[src/include/uart_rx_pkg.sv]
// Constants and carrier types for the asynchronous serial receiver
package uart_rx_pkg;
    localparam int unsigned CLK_HZ          = 250_000_000;
    localparam int unsigned DIV_LOW_8       = 64;
    localparam int unsigned DIV_ONE_SEL     = 16;
    localparam int unsigned DIV_BOTH_SEL    = 4;
    localparam int unsigned SAMPLE_PER_BIT  = 4;
    localparam logic [7:0]  DIVISOR_LOW_RST  = 8'h00;
    localparam logic [7:0]  DIVISOR_HIGH_RST = 8'h00;
    localparam int unsigned DATA_BITS       = 8;
    localparam int unsigned BUF_DEPTH       = 2;

    typedef struct packed {
        logic [7:0] data;
        logic       ninth;
        logic       framing_err;
    } rx_char_t;

    typedef struct packed {
        logic serial_port_enable;
        logic sync_mode_select;
        logic nine_bit_receive_select;
        logic continuous_receive_enable;
        logic address_detect_enable;
        logic high_speed_baud_select;
        logic wide_baud_timer_select;
    } rx_ctrl_t;

    typedef struct packed {
        logic receive_interrupt_enable;
        logic peripheral_interrupt_enable;
        logic global_interrupt_enable;
    } irq_en_t;
endpackage : uart_rx_pkg

[src/core/rx_char_buffer.sv]
// Two-entry character buffer with valid/ready on both sides
`timescale 1ns/1ps
module rx_char_buffer #(
    parameter int unsigned DEPTH = uart_rx_pkg::BUF_DEPTH
) (
    input  wire logic                 clk_sys,
    input  wire logic                 nrst,
    input  wire logic                 in_valid,
    output logic                      in_ready,
    input  wire uart_rx_pkg::rx_char_t in_data,
    output logic                      out_valid,
    input  wire logic                 out_ready,
    output uart_rx_pkg::rx_char_t     out_data
);
    localparam int unsigned AW = (DEPTH > 1) ? $clog2(DEPTH) : 1;

    uart_rx_pkg::rx_char_t mem_r [DEPTH];
    logic [AW-1:0]         wp_r, wp_nxt, rp_r, rp_nxt;
    logic [AW:0]           cnt_r, cnt_nxt;
    logic                  push, pop;

    function automatic logic [AW-1:0] bump(input logic [AW-1:0] p);
        bump = (p == AW'(DEPTH - 1)) ? '0 : p + 1'b1;
    endfunction : bump

    assign in_ready  = (cnt_r != (AW+1)'(DEPTH));
    assign out_valid = (cnt_r != '0);
    assign push      = in_valid && in_ready;
    assign pop       = out_valid && out_ready;

    always_comb begin
        wp_nxt  = push ? bump(wp_r) : wp_r;
        rp_nxt  = pop ? bump(rp_r) : rp_r;
        cnt_nxt = cnt_r + (AW+1)'(push) - (AW+1)'(pop);
    end

    always_ff @(posedge clk_sys) begin
        if (!nrst) begin
            wp_r     <= '0;
            rp_r     <= '0;
            cnt_r    <= '0;
            out_data <= '0;
        end else begin
            wp_r  <= wp_nxt;
            rp_r  <= rp_nxt;
            cnt_r <= cnt_nxt;
            // Registered head; a push into an empty buffer goes straight to it
            if (push && (cnt_r == '0 || (pop && cnt_r == (AW+1)'(1))))
                out_data <= in_data;
            else if (pop)
                out_data <= mem_r[bump(rp_r)];
        end
    end

    always_ff @(posedge clk_sys) begin
        if (push)
            mem_r[wp_r] <= in_data;
    end
endmodule : rx_char_buffer

[src/core/uart_receiver.sv]
// Asynchronous serial receiver with programmable baud timer
//
// Operation
// - Interrupt out only when receive, peripheral and global enables all set.
// - Nine-bit select captures a ninth data bit, readable in status.
// - Characters accepted only while continuous receive enable is set.
// - Flag set when a character enters the buffer; interrupt if enabled.
// - Data read returns low eight bits of the oldest buffered character.
// - Overrun clears only by clearing continuous receive enable.
// - Address detect in nine-bit mode keeps only ninth-bit-set characters.
// - Characters accepted under address detect in nine-bit mode show ninth bit one.
// - Address detect off: every character is buffered and flags, except while overrun is set or the buffer is full.
// - Baud timer free-runs, 8 bits wide, 16 bits with wide select.
// - Divisor pair sets the baud period, shared by both modes.
// - Multiplier depends on both selects async; fixed at 4 sync, both selects ignored.
// - Low-speed 8-bit async: baud equals clock over 64 times divisor+1.
// - Any divisor write resets the baud timer at once.
// - Receive-idle status bit shows no character in progress.
`timescale 1ns/1ps
module uart_receiver (
    input  wire logic                  clk_sys,
    input  wire logic                  nrst,
    input  wire logic                  rx_line,
    input  wire uart_rx_pkg::rx_ctrl_t ctrl,
    input  wire uart_rx_pkg::irq_en_t  irq_en,
    input  wire logic [7:0]            baud_divisor_high,
    input  wire logic [7:0]            baud_divisor_low,
    input  wire logic                  divisor_write,
    input  wire logic                  receive_data_read,
    output logic [7:0]                 receive_data_reg,
    output logic                       rx_ninth_bit,
    output logic                       framing_error_flag,
    output logic                       overrun_error_flag,
    output logic                       receive_interrupt_flag,
    output logic                       receive_idle_status,
    output logic                       irq
);
    ////////////////////////////////////////////////////////////////////////
    // Baud timer: one tick per sample, SAMPLE_PER_BIT samples per bit
    logic [15:0] baud_rate_timer_r, baud_rate_timer_nxt;
    logic [3:0]  presc_r, presc_nxt;
    logic [3:0]  presc_top;
    logic [15:0] divisor;
    logic        sample_tick;

    // Prescale per sample = multiplier / samples per bit
    function automatic logic [3:0] presc_last(input logic hs, input logic wide,
                                              input logic sync_m);
        int unsigned m;
        if (sync_m)
            m = wide ? uart_rx_pkg::DIV_BOTH_SEL : uart_rx_pkg::DIV_BOTH_SEL;
        else if (hs && wide)
            m = uart_rx_pkg::DIV_BOTH_SEL;
        else if (hs || wide)
            m = uart_rx_pkg::DIV_ONE_SEL;
        else
            m = uart_rx_pkg::DIV_LOW_8;
        presc_last = 4'(m / uart_rx_pkg::SAMPLE_PER_BIT - 1);
    endfunction : presc_last

    always_comb begin
        divisor = ctrl.wide_baud_timer_select ? {baud_divisor_high, baud_divisor_low}
                                              : {8'h00, baud_divisor_low};
        presc_top = presc_last(ctrl.high_speed_baud_select, ctrl.wide_baud_timer_select,
                               ctrl.sync_mode_select);
        sample_tick = (presc_r == presc_top) && (baud_rate_timer_r == 16'h0000);
        presc_nxt = presc_r;
        baud_rate_timer_nxt = baud_rate_timer_r;
        if (divisor_write) begin
            presc_nxt = 4'h0;
            baud_rate_timer_nxt = divisor;
        end else if (baud_rate_timer_r != 16'h0000) begin
            baud_rate_timer_nxt = baud_rate_timer_r - 16'h0001;
        end else begin
            baud_rate_timer_nxt = divisor;
            presc_nxt = (presc_r >= presc_top) ? 4'h0 : presc_r + 4'h1;
        end
        // Narrow mode drops a count left over from wide mode
        if (!ctrl.wide_baud_timer_select)
            baud_rate_timer_nxt[15:8] = 8'h00;
    end

    always_ff @(posedge clk_sys) begin
        if (!nrst) begin
            baud_rate_timer_r <= 16'h0000;
            presc_r           <= 4'h0;
        end else begin
            baud_rate_timer_r <= baud_rate_timer_nxt;
            presc_r           <= presc_nxt;
        end
    end

    ////////////////////////////////////////////////////////////////////////
    // Receive state machine, sampling mid-bit
    typedef enum logic [3:0] {
        ST_IDLE  = 4'h1,
        ST_START = 4'h2,
        ST_DATA  = 4'h4,
        ST_STOP  = 4'h8
    } rx_state_t;

    rx_state_t        state_r, state_nxt;
    logic [1:0]       phase_r, phase_nxt;
    logic [3:0]       bit_cnt_r, bit_cnt_nxt;
    logic [8:0]       receive_shift_register_r, receive_shift_register_nxt;
    logic             char_done;
    logic             rx_en;
    // Start hunt only after the line was seen high; a low stop bit is no start
    logic             armed_r, armed_nxt;
    logic [3:0]       last_bit;
    uart_rx_pkg::rx_char_t done_char;

    assign rx_en    = ctrl.serial_port_enable && ctrl.continuous_receive_enable;
    assign last_bit = ctrl.nine_bit_receive_select ? 4'h8 : 4'h7;

    always_comb begin
        state_nxt = state_r;
        phase_nxt = phase_r;
        bit_cnt_nxt = bit_cnt_r;
        receive_shift_register_nxt = receive_shift_register_r;
        armed_nxt = armed_r;
        char_done = 1'b0;
        done_char = '0;
        if (!rx_en) begin
            state_nxt = ST_IDLE;
        end else if (sample_tick) begin
            phase_nxt = phase_r + 2'h1;
            case (state_r)
                ST_IDLE: begin
                    if (rx_line)
                        armed_nxt = 1'b1;
                    else if (armed_r) begin
                        state_nxt = ST_START;
                        phase_nxt = 2'h1;
                    end
                end
                ST_START: begin
                    if (phase_r == 2'h1 && rx_line)
                        state_nxt = ST_IDLE;               // Glitch, not a start bit
                    else if (phase_r == 2'h3) begin
                        state_nxt = ST_DATA;
                        bit_cnt_nxt = 4'h0;
                    end
                end
                ST_DATA: begin
                    if (phase_r == 2'h1)
                        receive_shift_register_nxt[bit_cnt_r] = rx_line;
                    if (phase_r == 2'h3) begin
                        if (bit_cnt_r == last_bit)
                            state_nxt = ST_STOP;
                        bit_cnt_nxt = bit_cnt_r + 4'h1;
                    end
                end
                ST_STOP: begin
                    if (phase_r == 2'h1) begin
                        char_done = 1'b1;
                        done_char.data = receive_shift_register_r[7:0];
                        done_char.ninth = ctrl.nine_bit_receive_select
                                          && receive_shift_register_r[8];
                        done_char.framing_err = !rx_line;
                        state_nxt = ST_IDLE;
                        // A low stop bit must go high before a new start counts
                        armed_nxt = rx_line;
                    end
                end
                default: state_nxt = ST_IDLE;
            endcase
        end
    end

    always_ff @(posedge clk_sys) begin
        if (!nrst) begin
            state_r <= ST_IDLE;
            phase_r <= 2'h0;
            bit_cnt_r <= 4'h0;
            receive_shift_register_r <= 9'h000;
            // Idle line level, so the first start edge is not missed
            armed_r <= 1'b1;
        end else begin
            state_r <= state_nxt;
            phase_r <= phase_nxt;
            bit_cnt_r <= bit_cnt_nxt;
            receive_shift_register_r <= receive_shift_register_nxt;
            armed_r <= armed_nxt;
        end
    end

    assign receive_idle_status = (state_r == ST_IDLE);

    ////////////////////////////////////////////////////////////////////////
    // Address filter, buffer and overrun
    logic keep_char, push_valid, push_ready;
    logic ovr_r, ovr_nxt;
    logic buf_valid;
    uart_rx_pkg::rx_char_t head;

    always_comb begin
        keep_char = char_done;
        if (ctrl.address_detect_enable && ctrl.nine_bit_receive_select)
            keep_char = char_done && done_char.ninth;
        push_valid = keep_char && !ovr_r;
        ovr_nxt = ovr_r;
        if (!ctrl.continuous_receive_enable)
            ovr_nxt = 1'b0;
        else if (keep_char && !push_ready)
            ovr_nxt = 1'b1;
    end

    always_ff @(posedge clk_sys) begin
        if (!nrst)
            ovr_r <= 1'b0;
        else
            ovr_r <= ovr_nxt;
    end

    rx_char_buffer #(
        .DEPTH(uart_rx_pkg::BUF_DEPTH)
    ) u_buf (
        .clk_sys  (clk_sys),
        .nrst     (nrst),
        .in_valid (push_valid),
        .in_ready (push_ready),
        .in_data  (done_char),
        .out_valid(buf_valid),
        .out_ready(receive_data_read),
        .out_data (head)
    );

    assign receive_data_reg       = head.data;
    assign rx_ninth_bit           = head.ninth;
    assign framing_error_flag     = head.framing_err;
    assign overrun_error_flag     = ovr_r;
    assign receive_interrupt_flag = buf_valid;
    assign irq = buf_valid && irq_en.receive_interrupt_enable
                 && irq_en.peripheral_interrupt_enable
                 && irq_en.global_interrupt_enable;

    ////////////////////////////////////////////////////////////////////////
    // Checks
    irq_gate_a: assert property (
        @(posedge clk_sys) disable iff (!nrst)
        irq |-> (receive_interrupt_flag && irq_en.receive_interrupt_enable
                 && irq_en.peripheral_interrupt_enable && irq_en.global_interrupt_enable))
        else $error("irq without flag or enables");
    irq_all_a: assert property (
        @(posedge clk_sys) disable iff (!nrst)
        (receive_interrupt_flag && irq_en.receive_interrupt_enable
         && irq_en.peripheral_interrupt_enable && irq_en.global_interrupt_enable) |-> irq)
        else $error("irq missing with flag and enables");
    narrow_ninth_a: assert property (
        @(posedge clk_sys) disable iff (!nrst)
        (char_done && !ctrl.nine_bit_receive_select) |-> !done_char.ninth)
        else $error("ninth bit set in eight-bit mode");
    rx_gate_a: assert property (
        @(posedge clk_sys) disable iff (!nrst)
        !rx_en |=> state_r == ST_IDLE)
        else $error("receiver active while disabled");
    rx_off_a: assert property (
        @(posedge clk_sys) disable iff (!nrst)
        !rx_en |-> !char_done)
        else $error("character completed while disabled");
    flag_set_a: assert property (
        @(posedge clk_sys) disable iff (!nrst)
        (push_valid && push_ready) |=> receive_interrupt_flag)
        else $error("flag not set after buffer load");
    head_stable_a: assert property (
        @(posedge clk_sys) disable iff (!nrst)
        (receive_interrupt_flag && !receive_data_read) |=> $stable(receive_data_reg))
        else $error("oldest character changed without a read");

    // Overrun and address filter
    ovr_clear_a: assert property (
        @(posedge clk_sys) disable iff (!nrst)
        !ctrl.continuous_receive_enable |=> !overrun_error_flag)
        else $error("overrun not cleared");
    ovr_set_a: assert property (
        @(posedge clk_sys) disable iff (!nrst)
        (keep_char && !push_ready && ctrl.continuous_receive_enable) |=> overrun_error_flag)
        else $error("overrun not raised on full buffer");
    ovr_hold_a: assert property (
        @(posedge clk_sys) disable iff (!nrst)
        (overrun_error_flag && ctrl.continuous_receive_enable) |=> overrun_error_flag)
        else $error("overrun cleared while receive enabled");
    addr_drop_a: assert property (
        @(posedge clk_sys) disable iff (!nrst)
        (char_done && ctrl.address_detect_enable && ctrl.nine_bit_receive_select
         && !done_char.ninth) |-> !push_valid)
        else $error("non-address char buffered");
    addr_ninth_a: assert property (
        @(posedge clk_sys) disable iff (!nrst)
        (push_valid && ctrl.address_detect_enable && ctrl.nine_bit_receive_select)
        |-> done_char.ninth)
        else $error("address char buffered without ninth bit");
    all_keep_a: assert property (
        @(posedge clk_sys) disable iff (!nrst)
        (char_done && !ctrl.address_detect_enable && !ovr_r) |-> push_valid)
        else $error("char dropped with detect off");

    // Baud timer and idle status
    wide_timer_a: assert property (
        @(posedge clk_sys) disable iff (!nrst)
        !ctrl.wide_baud_timer_select && !divisor_write
        |=> baud_rate_timer_r[15:8] == 8'h00)
        else $error("narrow timer exceeded 8 bits");
    timer_wrap_a: assert property (
        @(posedge clk_sys) disable iff (!nrst)
        (baud_rate_timer_r == 16'h0000 && !divisor_write)
        |=> baud_rate_timer_r == $past(divisor))
        else $error("timer did not reload the divisor");
    timer_reload_a: assert property (
        @(posedge clk_sys) disable iff (!nrst)
        divisor_write |=> (baud_rate_timer_r == $past(divisor) && presc_r == 4'h0))
        else $error("divisor write did not reset timer");
    idle_status_a: assert property (
        @(posedge clk_sys) disable iff (!nrst)
        (receive_idle_status && rx_en && sample_tick && !rx_line && armed_r)
        |=> !receive_idle_status)
        else $error("idle shown during reception");
endmodule : uart_receiver

[config.mk]
export PLATFORM = sky130hd
export DESIGN_NAME = uart_receiver
export DESIGN_NICKNAME = d
export VERILOG_FILES = /design/src/include/uart_rx_pkg.sv /design/src/core/rx_char_buffer.sv /design/src/core/uart_receiver.sv
export SDC_FILE = /design/constraint.sdc
export NUM_CORES = 1
export LEC_CHECK = 0
export BUFFER_PORTS_ARGS = -buffer_cell sky130_fd_sc_hd__buf_2
export CORE_MARGIN = 2
export CORE_UTILIZATION = 40
export CTS_BUF_LIST = sky130_fd_sc_hd__clkbuf_4 sky130_fd_sc_hd__clkbuf_8
export DETAILED_ROUTE_END_ITERATION = 16
export GPL_TIMING_DRIVEN = 0
export PLACE_DENSITY = 0.64
export SLEW_MARGIN = 20
export SYNTH_ARGS = -nofsm -noshare
export SYNTH_HDL_FRONTEND = slang
export SYNTH_SLANG_ARGS = --single-unit
[constraint.sdc]
create_clock -name clk_sys -period 4.7 [get_ports clk_sys]
set_clock_uncertainty 0.2 [all_clocks]
set_input_delay 0.94 -clock clk_sys [delete_from_list [all_inputs] [get_ports clk_sys]]
set_output_delay 0.94 -clock clk_sys [all_outputs]
set_load 0.005 [all_outputs]
==> results of run 1 <==
-- per-stage QoR --
step	total power (µW)	setup TNS, ps	cells	utilization, %	hold slack (ps)
final	1496	0	611	47.52	276.0
after global routing	1561	0	611	47.52	308.2
after CTS	1508	0	611	47.52	285.3
after detailed placement	957.5	0	595	45.24	267.0
after global placement	952.2	-989.7	594	45.04	259.3
after floorplan	884.5	0	418	-	240.4
-- registers in the layout, summed over array words and instances, names as in the netlist --
name,count
u_buf.rp_r,1
u_buf.mem_r,20
baud_rate_timer_r,16
receive_shift_register_r,9
u_buf.out_data,10
presc_r,4
u_buf.wp_r,1
overrun_error_flag,1
armed_r,1
state_r,4
u_buf.cnt_r,2
phase_r,2
bit_cnt_r,4
-- routing by layer --
layer	routed length (µm)	global-route usage [%]
met3	385	3.383
met2	4400	28.76
met4	139	6.274
met5	0	0
met1	4370	23.64
-- power breakdown --
group | total (µW) | leakage (µW) | switching (µW) | internal (µW)
sequential | 712 | 0.000593 | 24.9 | 688
clock | 555 | 0.000110 | 248 | 307
combinational | 229 | 0.000990 | 127 | 102
total | 1500 | 0.00169 | 399 | 1100
-- critical path: cells and delay by family --
family	cells	cell delay, ps
and+or+nand+nor	4	1500
adders and majority gates	2	610
buffers and inverters	2	410
-- placed cells by master, fill, tap and decap left out, types with 2 or more instances in the layout --
| master | instances |
|---|---|
| a21o_1 | 10 |
| xnor2_1 | 5 |
| nor2_1 | 34 |
| o21a_1 | 2 |
| edfxtp_1 | 20 |
| buf_6 | 2 |
| nand4_1 | 11 |
| buf_2 | 47 |
| nor4_4 | 2 |
| or4_1 | 4 |
| a21oi_1 | 22 |
| clkbuf_1 | 12 |
| a211oi_1 | 19 |
| nor4_2 | 5 |
| nor4_1 | 4 |
| nand2b_1 | 5 |
| nand3b_1 | 4 |
| and2_1 | 13 |
| and4_1 | 4 |
| xor2_1 | 13 |
| buf_1 | 2 |
| nand2_1 | 33 |
| dfxtp_1 | 55 |
| or2_2 | 4 |
| nor2b_1 | 4 |
| ha_1 | 13 |
| mux2i_1 | 23 |
| o31ai_1 | 4 |
| nor4b_1 | 8 |
| o21ai_0 | 15 |
| and3_1 | 4 |
| nor3_1 | 12 |
| bufinv_16 | 2 |
| nand3_1 | 8 |
| inv_1 | 11 |
| o211ai_1 | 7 |
| or3_1 | 3 |
| clkbuf_8 | 9 |
-- final timing paths --
path	to	slack [ps]	from
hold reg to reg	u_buf.out_data[4]$_SDFFE_PN0P_	280	receive_shift_register_r[2]$_SDFFE_PN0P_
setup / recovery	u_buf.mem_r[1][7]$_DFFE_PP_	1080	ctrl[0]
setup reg to reg	u_buf.mem_r[1][7]$_DFFE_PP_	1740	baud_rate_timer_r[4]$_SDFF_PN0_
hold / removal	u_buf.out_data[4]$_SDFFE_PN0P_	280	receive_shift_register_r[2]$_SDFFE_PN0P_
-- logic make-up after synthesis --
group	share of synthesized area (%)
flip-flops	42.54
AND/OR/NAND/NOR	25.40
adder cells (fa/ha/maj)	4.066
multiplexers	5.755
AO/OA/AOI/OAI	14.83
buffers and inverters	3.472
XOR/XNOR	3.941
-- layout make-up --
| class | instances | area (µm²) |
|---|---|---|
| Timing Repair Buffer | 44 | 220.2 |
| Clock inverter | 6 | 90.09 |
| Buffer | 20 | 97.59 |
| Inverter | 11 | 41.29 |
| Sequential cell | 75 | 1702 |
| Multi-Input combinational cell | 312 | 2175 |
| Fill cell | 958 | 5106 |
| Clock buffer | 10 | 131.4 |
| Tap cell | 133 | 166.4 |
==> out/metrics.cfg, run 1 <==
[placement]
place_ws_ps=699.2
hpwl_um=6821
globalplace.congestion=0.8314
port_buffers=43
dpl_cell_area_um2=4402

[timing]
report.final.hold_viol_count=0
period_needed_ps=3620
finalSetupViolations=0
rsz0062_at_grt=no
slew_viol_final=0
fin_crit_sh_pct=77.01
worstMarginPinSlew_ps=1108
fin_ws_ps=1080
clock.fmax_ghz=0.2763
max_slew_margin_pct=25.10

[synth]
yosysWarnings=0
netlist.area_leader.share_pct=27.53
synth_enable_flop_cells=20
synth.yosys.seq_area_share_pct=42.54
synthArstFlopShare_pct=0
synthTopCellsByArea=dfxtp_1 (28%), edfxtp_1 (15%), mux2i_1 (5.8%)
synthFlopType=dfxtp_1
ys_types=54
synthTopCellsByCount=dfxtp_1 (55), nor2_1 (34), nand2_1 (33), mux2i_1 (23), a21oi_1 (22)
synth_fp_nets=462
ys_ff_latch=75
synth_top_area_cell=dfxtp_1
synth_cells=418
syn_avg_cell_area_um2=9.570
syn_area_um2=4000
synth.most_common_cell=dfxtp_1

[route]
drtIter0Drc=137
drc=0
ant_nets=0
routed_wl_um=9295
wire_per_inst_um=15.21
vias=3299
via_per_inst=5.399
dr.pass1.iters=5

[worst_hold_path]
min_path_type=reg -> reg
hold_depth=1

[die]
pin_count=45
core-area_um2=9729
start_util_pct=41.11
die_h_um=104
dieArea_um2=10820
die_x_um=104
rows=36

[clocking]
path_clk_slew_ps=80
cts_setup_buffers=0
cts_tree=yes
clockBufferDepth=2
cts.repair.resized=0
cts_root_buf=clkbuf_8
cts_buffers=9
clock_sinks=75
cts_hold_buffers=0
cts.htree.levels=3
insertion_delay_ps=360

[worst_setup_path]
crit_slowest_cell=nor4_2
crit_type=in -> reg
cp-start-kind=primary input
cp_max_fo=6
rr_worst_depth=6
worstPathCellList=buf_2, ha_1, or3_1, ha_1, and2_1, nand3_1, nor4_2, buf_2
max_stage_delay_ps=580
end_kind=flip-flop
worstPathArrival_ps=3470
required_ps=4550

[layout]
fin_area_um2=4623
drive_gt1_share_pct=17.57
nets=517
n_antenna_cell=0
areaGrowthSynthToFinish_pct=15.58

[power]
cellLeakagePower_uw=0.001694
ir_drop_mv=0.1612
power_density_nw_per_um2=323.6

[global_routing]
grt_max_degree=15
grt_pass1_vias=3162
antenna_found_initial=0
grt_pass1_wl_um=15480
grt_use_total_pct=17.73
globalRoute.totalOverflow=0

[run_status]
outcome=finished, final reports clean

[flow_run]
max_cap_violations=0

Note: power is estimated with default switching activity, not from simulation.
==> inputs of run 2 (changes only) <==
==> constraint.sdc (replaced) <==
create_clock -name clk_sys -period 3.8 [get_ports clk_sys]
set_clock_uncertainty 0.2 [all_clocks]
set_input_delay 0.76 -clock clk_sys [delete_from_list [all_inputs] [get_ports clk_sys]]
set_output_delay 0.76 -clock clk_sys [all_outputs]
set_load 0.005 [all_outputs]
==> run 2 against run 1 <==
Net effect: via count fell by 0.45%; total power rose by 16%; cell count fell by 0.16%; clock power rose by 3%; sequential share of layout area rose by 0.23 points; largest cell class unchanged; register-to-register slack got worse by 900 ps; final area fell by 0.62%; core utilization fell by 0.30 points; sequential power rose by 24%.
==> out/metrics.cfg, run 2 (synthesis gave the netlist of run 1 again) <==
[timing]
rsz0062_at_grt=no
slew_viol_final=0  ; unchanged
period_needed_ps=3470
clock.fmax_ghz=0.2882
fin_crit_sh_pct=91.32
tns_ps=0  ; unchanged
worstMarginPinSlew_ps=1056  ; -51.43 ps
report.final.hold_viol_count=0  ; unchanged
max_slew_margin_pct=28.58  ; +3.5 points
finalSetupViolations=0  ; unchanged

[die]
dieArea_um2=10820  ; unchanged
die_x_um=104  ; unchanged
start_util_pct=41.11  ; unchanged
pin_count=45  ; unchanged
core-area_um2=9729  ; unchanged
die_h_um=104  ; unchanged
rows=36  ; unchanged

[clocking]
cts_root_buf=clkbuf_8
cts_hold_buffers=0  ; unchanged
clockBufferDepth=2  ; unchanged
clock_sinks=75  ; unchanged
cts_buffers=9  ; unchanged
cts.repair.resized=0  ; unchanged
path_clk_slew_ps=80  ; about the same
insertion_delay_ps=350  ; about the same
cts_setup_buffers=0  ; unchanged
cts.htree.levels=3  ; unchanged
cts_tree=yes

[layout]
areaGrowthSynthToFinish_pct=14.86
seq_area_um2=1702  ; unchanged
stdcell_count=610  ; -0.16%
final_cell_mix=dfxtp_1 (55), buf_2 (46), nor2_1 (34)
regMostFlops=u_buf.mem_r
nets=516  ; -0.19%
drive_gt1_share_pct=17.61  ; +0.037 points
fill_cells=958  ; unchanged
largest_reg_flops=20  ; unchanged
layout.cells.most_common=dfxtp_1
n_antenna_cell=0  ; unchanged
top_regs=u_buf.mem_r (20), baud_rate_timer_r (16), u_buf.out_data (10)
multi_input_area_um2=2190  ; +0.69%

[placement]
hpwl_um=6903  ; +1.2%
globalplace.congestion=0.8700  ; +4.6%
place_inst=594  ; -0.17%
port_buffers=43  ; unchanged

[power]
p_total_uw=1740  ; +16%
p_comb_share_pct=16.5  ; +1.2 points
ir_drop_mv=0.1895  ; +18%
p_sw_share_pct=29.66  ; +3.0 points
cellLeakagePower_uw=0.001685  ; -0.53%
seqPwrFrac_pct=50.7  ; +3.1 points
internal-power_uw=1224  ; +12%
clkPwrFrac_pct=32.8  ; -4.3 points
power_density_nw_per_um2=378.8  ; +17%
switchingPower_uw=516.1  ; +29%

[worst_setup_path]
cp_max_fo=11  ; +5
rr_worst_depth=5  ; -1
regToRegSetupSlack_ps=840  ; -900 ps
cp-start-kind=primary input
crit_type=in -> reg
worstPathArrival_ps=3250  ; -220 ps
required_ps=3580  ; -970 ps
regToRegStartpoint=baud_rate_timer_r[4]$_SDFF_PN0_
end_kind=flip-flop
rr_endpoint=u_buf.mem_r[0][4]$_DFFE_PP_

[global_routing]
globalRoute.totalOverflow=0  ; unchanged
grt_use_total_pct=18.06  ; +0.32 points
grt_pass1_vias=3157  ; -0.16%
grt_pass1_wl_um=15810  ; +2.1%
antenna_found_initial=0  ; unchanged
grt_max_degree=16  ; +1

[worst_hold_path]
hold_depth=2  ; +1
min_path_type=reg -> reg
holdPathEnd=phase_r[1]$_SDFFE_PN0P_
hp-start=phase_r[1]$_SDFFE_PN0P_

[route]
via_per_inst=5.384  ; -0.29%
drc=0  ; unchanged
ant_nets=0  ; unchanged
dr.pass1.iters=5  ; unchanged
drtIter0Drc=142  ; +3.6%
vias=3284  ; -0.45%
routed_wl_um=9517  ; +2.4%
wire_per_inst_um=15.60  ; +2.6%

[run_status]
outcome=finished, final reports clean

[flow_run]
max_cap_violations=0  ; unchanged

run 2: cell types whose count changed in the layout (fill, tap and decap cells not counted):
cell / delta
clkinv_4: +1
nor4b_2: +1
bufinv_16: -2
nor4_2: -1
inv_6: +1
buf_2: -1
nor4b_1: -1
inv_8: +1
clkbuf_4: -1
nor4_4: +1
run 2: worst max path at each step:
| stage | start | to |
|---|---|---|
| after floorplan | ctrl[0] | u_buf.mem_r[0][0]$_DFFE_PP_ |
| after CTS | ctrl[0] | u_buf.mem_r[0][4]$_DFFE_PP_ |
| after global routing | ctrl[0] | u_buf.mem_r[0][2]$_DFFE_PP_ |
| final | ctrl[0] | u_buf.mem_r[0][4]$_DFFE_PP_ |
| after detailed placement | ctrl[0] | u_buf.mem_r[0][5]$_DFFE_PP_ |
| after global placement | ctrl[0] | u_buf.mem_r[0][7]$_DFFE_PP_ |
run 2: worst max-delay path, cell delays in order:
cell and delay, ps:
buf_2 110, ha_1 310, or3_1 380, ha_1 300, and2_1 240, nand3_1 330, nor4_4 820
run 2: final cells by class:
| class | count | share of cell area [%] |
|---|---|---|
| flip-flops and latches | 75 | 37.04 |
| multi-input cells | 312 | 47.66 |
| well taps | 133 | 3.622 |
| repair buffers | 43 | 4.684 |
| clock inverters | 7 | 1.280 |
| plain buffers | 20 | 2.124 |
| clock buffers | 9 | 2.696 |
| inverters | 11 | 0.8987 |
run 2: routing by layer:
layer | share of wire [%] | wire, µm | track usage, % | up-vias
li1 | - | - | - | 1660
met1 | 45 | 4259 | 23.34 | 1533
met2 | 49 | 4656 | 31.02 | 78
met3 | 5.2 | 498 | 3.446 | 13
met4 | 1.1 | 103 | 4.633 | 0
met5 | 0 | 0 | 0 | -
run 2: power groups by stage:
stage	Clock [µW]	Sequential (µW)	Combinational (µW)
after global routing	622	888	323
after floorplan	0	895	199
final	572	882	287
after global placement	0	898	280
after CTS	588	882	289
after detailed placement	0	900	287
run 2: metrics by stage:
step	worst slack (ps)	hold slack [ps]	instance area [µm²]	utilization, %
after floorplan	331.7	240.4	4006	-
after global placement	-248.9	259.2	4388	45.10
after detailed placement	-73.72	269.5	4405	45.28
after CTS	308.6	280.8	4588	47.16
after global routing	191.4	305.2	4594	47.22
final	329.7	278.3	4594	47.22
==> inputs of run 3 (changes only) <==
--- a/config.mk
+++ b/config.mk
@@ -5,14 +5,17 @@
 export SDC_FILE = /design/constraint.sdc
 export NUM_CORES = 1
 export LEC_CHECK = 0
+export ABC_AREA = 1
 export BUFFER_PORTS_ARGS = -buffer_cell sky130_fd_sc_hd__buf_2
 export CORE_MARGIN = 2
 export CORE_UTILIZATION = 40
 export CTS_BUF_LIST = sky130_fd_sc_hd__clkbuf_4 sky130_fd_sc_hd__clkbuf_8
 export DETAILED_ROUTE_END_ITERATION = 16
+export GPL_ROUTABILITY_DRIVEN = 0
 export GPL_TIMING_DRIVEN = 0
 export PLACE_DENSITY = 0.64
 export SLEW_MARGIN = 20
 export SYNTH_ARGS = -nofsm -noshare
 export SYNTH_HDL_FRONTEND = slang
+export SYNTH_HIERARCHICAL = 1
 export SYNTH_SLANG_ARGS = --single-unit
==> run 3 against run 2 <==
Net effect: via count rose by 13%; total power fell by 4.7%; count of clock-buffer cells in the layout unchanged; final area rose by 8.3%; die area up 8.3%; global-route usage shrank 1.6 points; wire length down 9.0%; critical path depth is 14 higher; worst hold slack worse by 36 ps; synthesized area is 8.6% higher; cell count up 31%; largest power group unchanged; first-iteration DRC count grew 30%.
==> out/metrics.cfg, run 3 <==
[run_status]
outcome=finished, final reports clean

[layout]
postLayoutCoreUtil_pct=46.50  ; -0.72 points
top_regs=u_buf/mem_r (20), baud_rate_timer_r (16), u_buf/out_data (10)
largest_reg_flops=20  ; unchanged
areaGrowthSynthToFinish_pct=14.52
nets=701  ; +36%
drive_gt1_share_pct=18.00  ; +0.39 points
regMostFlops=u_buf/mem_r
final_cell_mix=nand2_1 (137), nor2_1 (115), inv_1 (75)
layout.cells.most_common=nand2_1
n_antenna_cell=0  ; unchanged

[synth]
synth_top_family_by_area=simple AND/OR/NAND/NOR gates
yosysWarnings=6  ; +6
synthTopCellsByArea=dfxtp_1 (25%), edfxtp_1 (14%), nand2_1 (12%)
synthArstFlopShare_pct=0  ; unchanged
synth_cells=601  ; +44%
synth.yosys.seq_area_share_pct=39.17  ; -3.4 points
synthTopCellsByCount=nand2_1 (138), nor2_1 (118), inv_1 (75), dfxtp_1 (55), a21oi_1 (29)
synthSimpleGateAreaFrac_pct=37.18  ; +12 points
synth-xor-area-share_pct=3.024  ; -0.92 points
synth.most_common_cell=nand2_1
synthAdderAreaFrac_pct=4.032  ; -0.034 points
syn_area_um2=4344  ; +8.6%
netlist.area_leader.share_pct=25.35  ; -2.2 points
ys_types=34  ; -37%
synth_enable_flop_cells=20  ; unchanged
synth-compound-area-share_pct=6.740  ; -8.1 points
synth_top_area_cell=dfxtp_1
synthFlopType=dfxtp_1
synth_fp_nets=646  ; +40%
syn_avg_cell_area_um2=7.228  ; -24%
ys_ff_latch=75  ; unchanged
synthMuxAreaShare_pct=0  ; -5.8 points

[worst_setup_path]
crit_type=in -> reg
required_ps=3850  ; +270 ps
critPathTopFamily=simple AND/OR/NAND/NOR gates
crit_slowest_cell=ha_1
cp_num_buf_inv=3  ; +2
worstPathCellList=buf_2, ha_1, nor2_1, nand2_1, o21a_1, ha_1, inv_1, nor2_2, nand3_4, nor3_4, nand2_1, nor3b_4, nand2_2, xor2_1, ha_1, inv_1, nand2_1, nand2_1, nand3_1, nand2_1, nor2_1
rr_worst_depth=19  ; +14
crit_top_cell=nand2_1
cp_max_fo=7  ; -4
end_kind=flip-flop
regToRegSetupSlack_ps=880  ; +40 ps
crit_cells=21  ; +14
max_stage_delay_ps=290  ; -530 ps
cp-start-kind=primary input
worstPathArrival_ps=3590  ; +340 ps

[power]
seqPwrFrac_pct=50.9  ; +0.2 points
cellLeakagePower_uw=0.002326  ; +38%
p_sw_share_pct=26.97  ; -2.7 points
ir_drop_mv=0.1608  ; -15%
clkPwrFrac_pct=38.5  ; +5.7 points
power_density_nw_per_um2=333.5  ; -12%
p_comb_share_pct=10.6  ; -5.9 points
internal-power_uw=1212  ; -1.0%
switchingPower_uw=447.4  ; -13%

[route]
ant_nets=0  ; unchanged
wire_per_inst_um=10.81  ; -31%
dr.pass1.iters=4  ; -1
drtIter0Drc=185  ; +30%
drc=0  ; unchanged
vias=3706  ; +13%
via_per_inst=4.627  ; -14%
routed_wl_um=8658  ; -9.0%

[clocking]
cts_buffers=9  ; unchanged
path_clk_slew_ps=90  ; about the same
cts_setup_buffers=0  ; unchanged
cts_hold_buffers=0  ; unchanged
cts.htree.levels=3  ; unchanged
clock_sinks=75  ; unchanged
insertion_delay_ps=350  ; about the same
cts_root_buf=clkbuf_8
clockBufferDepth=2  ; unchanged
cts_tree=yes

[worst_hold_path]
hold_depth=1  ; -1
min_path_type=reg -> reg

[global_routing]
grt_use_total_pct=16.43  ; -1.6 points
grt_pass1_wl_um=15530  ; -1.8%
grt_max_degree=16  ; unchanged
antenna_found_initial=0  ; unchanged
grt_pass1_vias=3695  ; +17%
globalRoute.totalOverflow=0  ; unchanged

[die]
start_util_pct=40.61  ; -0.51 points
rows=38  ; +5.6%
pin_count=45  ; unchanged
dieArea_um2=11710  ; +8.3%
die_x_um=108.2  ; +4.1%
die_h_um=108.2  ; +4.1%
core-area_um2=10700  ; +10%

[timing]
clock.fmax_ghz=0.2828  ; -1.9%
report.final.hold_viol_count=0  ; unchanged
fin_crit_sh_pct=93.05  ; +1.7 points
holdWs_ps=242.4  ; -35.89 ps
slew_viol_final=0  ; unchanged
period_needed_ps=3536  ; +65.53 ps
max_slew_margin_pct=65.73  ; +37 points
finalSetupViolations=0  ; unchanged
rsz0062_at_grt=no
tns_ps=0  ; unchanged
worstMarginPinSlew_ps=513.4  ; -543.0 ps

[flow_run]
max_cap_violations=0  ; unchanged

[placement]
hpwl_um=6885  ; -0.26%
port_buffers=44  ; +2.3%

## run 3: cell count changes after synthesis, sizes merged, moves of 11 or more
| cell | previous run | this run |
|---|---|---|
| a211oi | 19 | 1 |
| clkbuf | 12 | 1 |
| mux2i | 23 | 0 |
| inv | 11 | 80 |
| nor2 | 34 | 130 |
| and2 | 13 | 0 |
| nand2 | 33 | 153 |
| nand3 | 8 | 24 |
| nor4 | 11 | 0 |
## run 3: repair_timing
| action | CTS | global route |
|---|---|---|
| endpoints found under the hold margin | 0 | 0 |
| resized for setup | 4 | 3 |
| pin swaps | 0 | 1 |
| endpoints found under the setup margin | 21 | 31 |
| gates cloned | 0 | 0 |
## run 3: cell families (layout without fill, tap and decap cells)
logic type / count (synthesis) / after routing
AND/OR/NAND/NOR: 345 / 345
buffers and inverters: 95 / 155
flip-flops: 75 / 75
AO/OA/AOI/OAI: 57 / 57
XOR/XNOR: 15 / 15
adder cells (fa/ha/maj): 14 / 14
## run 3: metrics by stage
step / total power (µW) / setup slack (ps) / std cells / area (µm²)
finish: 1659 / 264.2 / 801 / 4975
global route: 1749 / 23.35 / 801 / 4975
CTS: 1685 / 47.72 / 801 / 4960
detailed placement: 1038 / -660.9 / 785 / 4740
global placement: 1033 / -539.8 / 785 / 4740
floorplan: 989.6 / 105.9 / 601 / 4344
## run 3: layout make-up
class / count / area (µm²)
fill: 1105 / 5723
multi-input combinational: 431 / 2242
sequential: 75 / 1702
inverter: 80 / 300.3
timing repair buffer: 44 / 220.2
tap: 140 / 175.2
buffer: 15 / 127.6
clock buffer: 9 / 123.9
clock inverter: 7 / 83.83
## run 3: layer usage
| metal | vias to the layer above | routed length (µm) | global-route usage, % |
|---|---|---|---|
| met5 | - | 0 | 0 |
| met4 | 0 | 145 | 7.143 |
| met3 | 15 | 224 | 2.773 |
| met2 | 54 | 4397 | 30.73 |
| met1 | 1626 | 3891 | 18.17 |
| li1 | 2011 | - | - |
## run 3: path summary, 6_finish.rpt
path / startpoint / endpoint
worst min register to register: baud_rate_timer_r[0]$_SDFF_PN0_ / baud_rate_timer_r[0]$_SDFF_PN0_
worst min-delay path: baud_rate_timer_r[0]$_SDFF_PN0_ / baud_rate_timer_r[0]$_SDFF_PN0_
worst max-delay path: ctrl[0] / u_buf/cnt_r[1]$_SDFF_PN0_
worst max register to register: baud_rate_timer_r[0]$_SDFF_PN0_ / u_buf/cnt_r[1]$_SDFF_PN0_
## run 3: power groups by stage
stage / registers [µW] / clock network (µW) / logic (µW)
2_1_floorplan: 860 / 0 / 130
6_report: 844 / 639 / 176
3_3_place_gp: 862 / 0 / 171
5_1_grt: 846 / 700 / 203
4_1_cts: 844 / 664 / 177
3_5_place_dp: 862 / 0 / 176
## run 3: worst reg2reg max path, cell delays in order, from the launching register on
cell and delay [ps]:
dfxtp_1 320, inv_1 120, ha_1 200, inv_1 60, nor2_1 110, nand2_2 70
nor2_4 90, nand2_4 110, nor3_4 270, nand2_1 140, nor3b_4 220, nand2_2 150
xor2_1 190, ha_1 190, inv_1 50, nand2_1 40, nand2_1 80, nand3_1 80
nand2_1 80, nor2_1 40
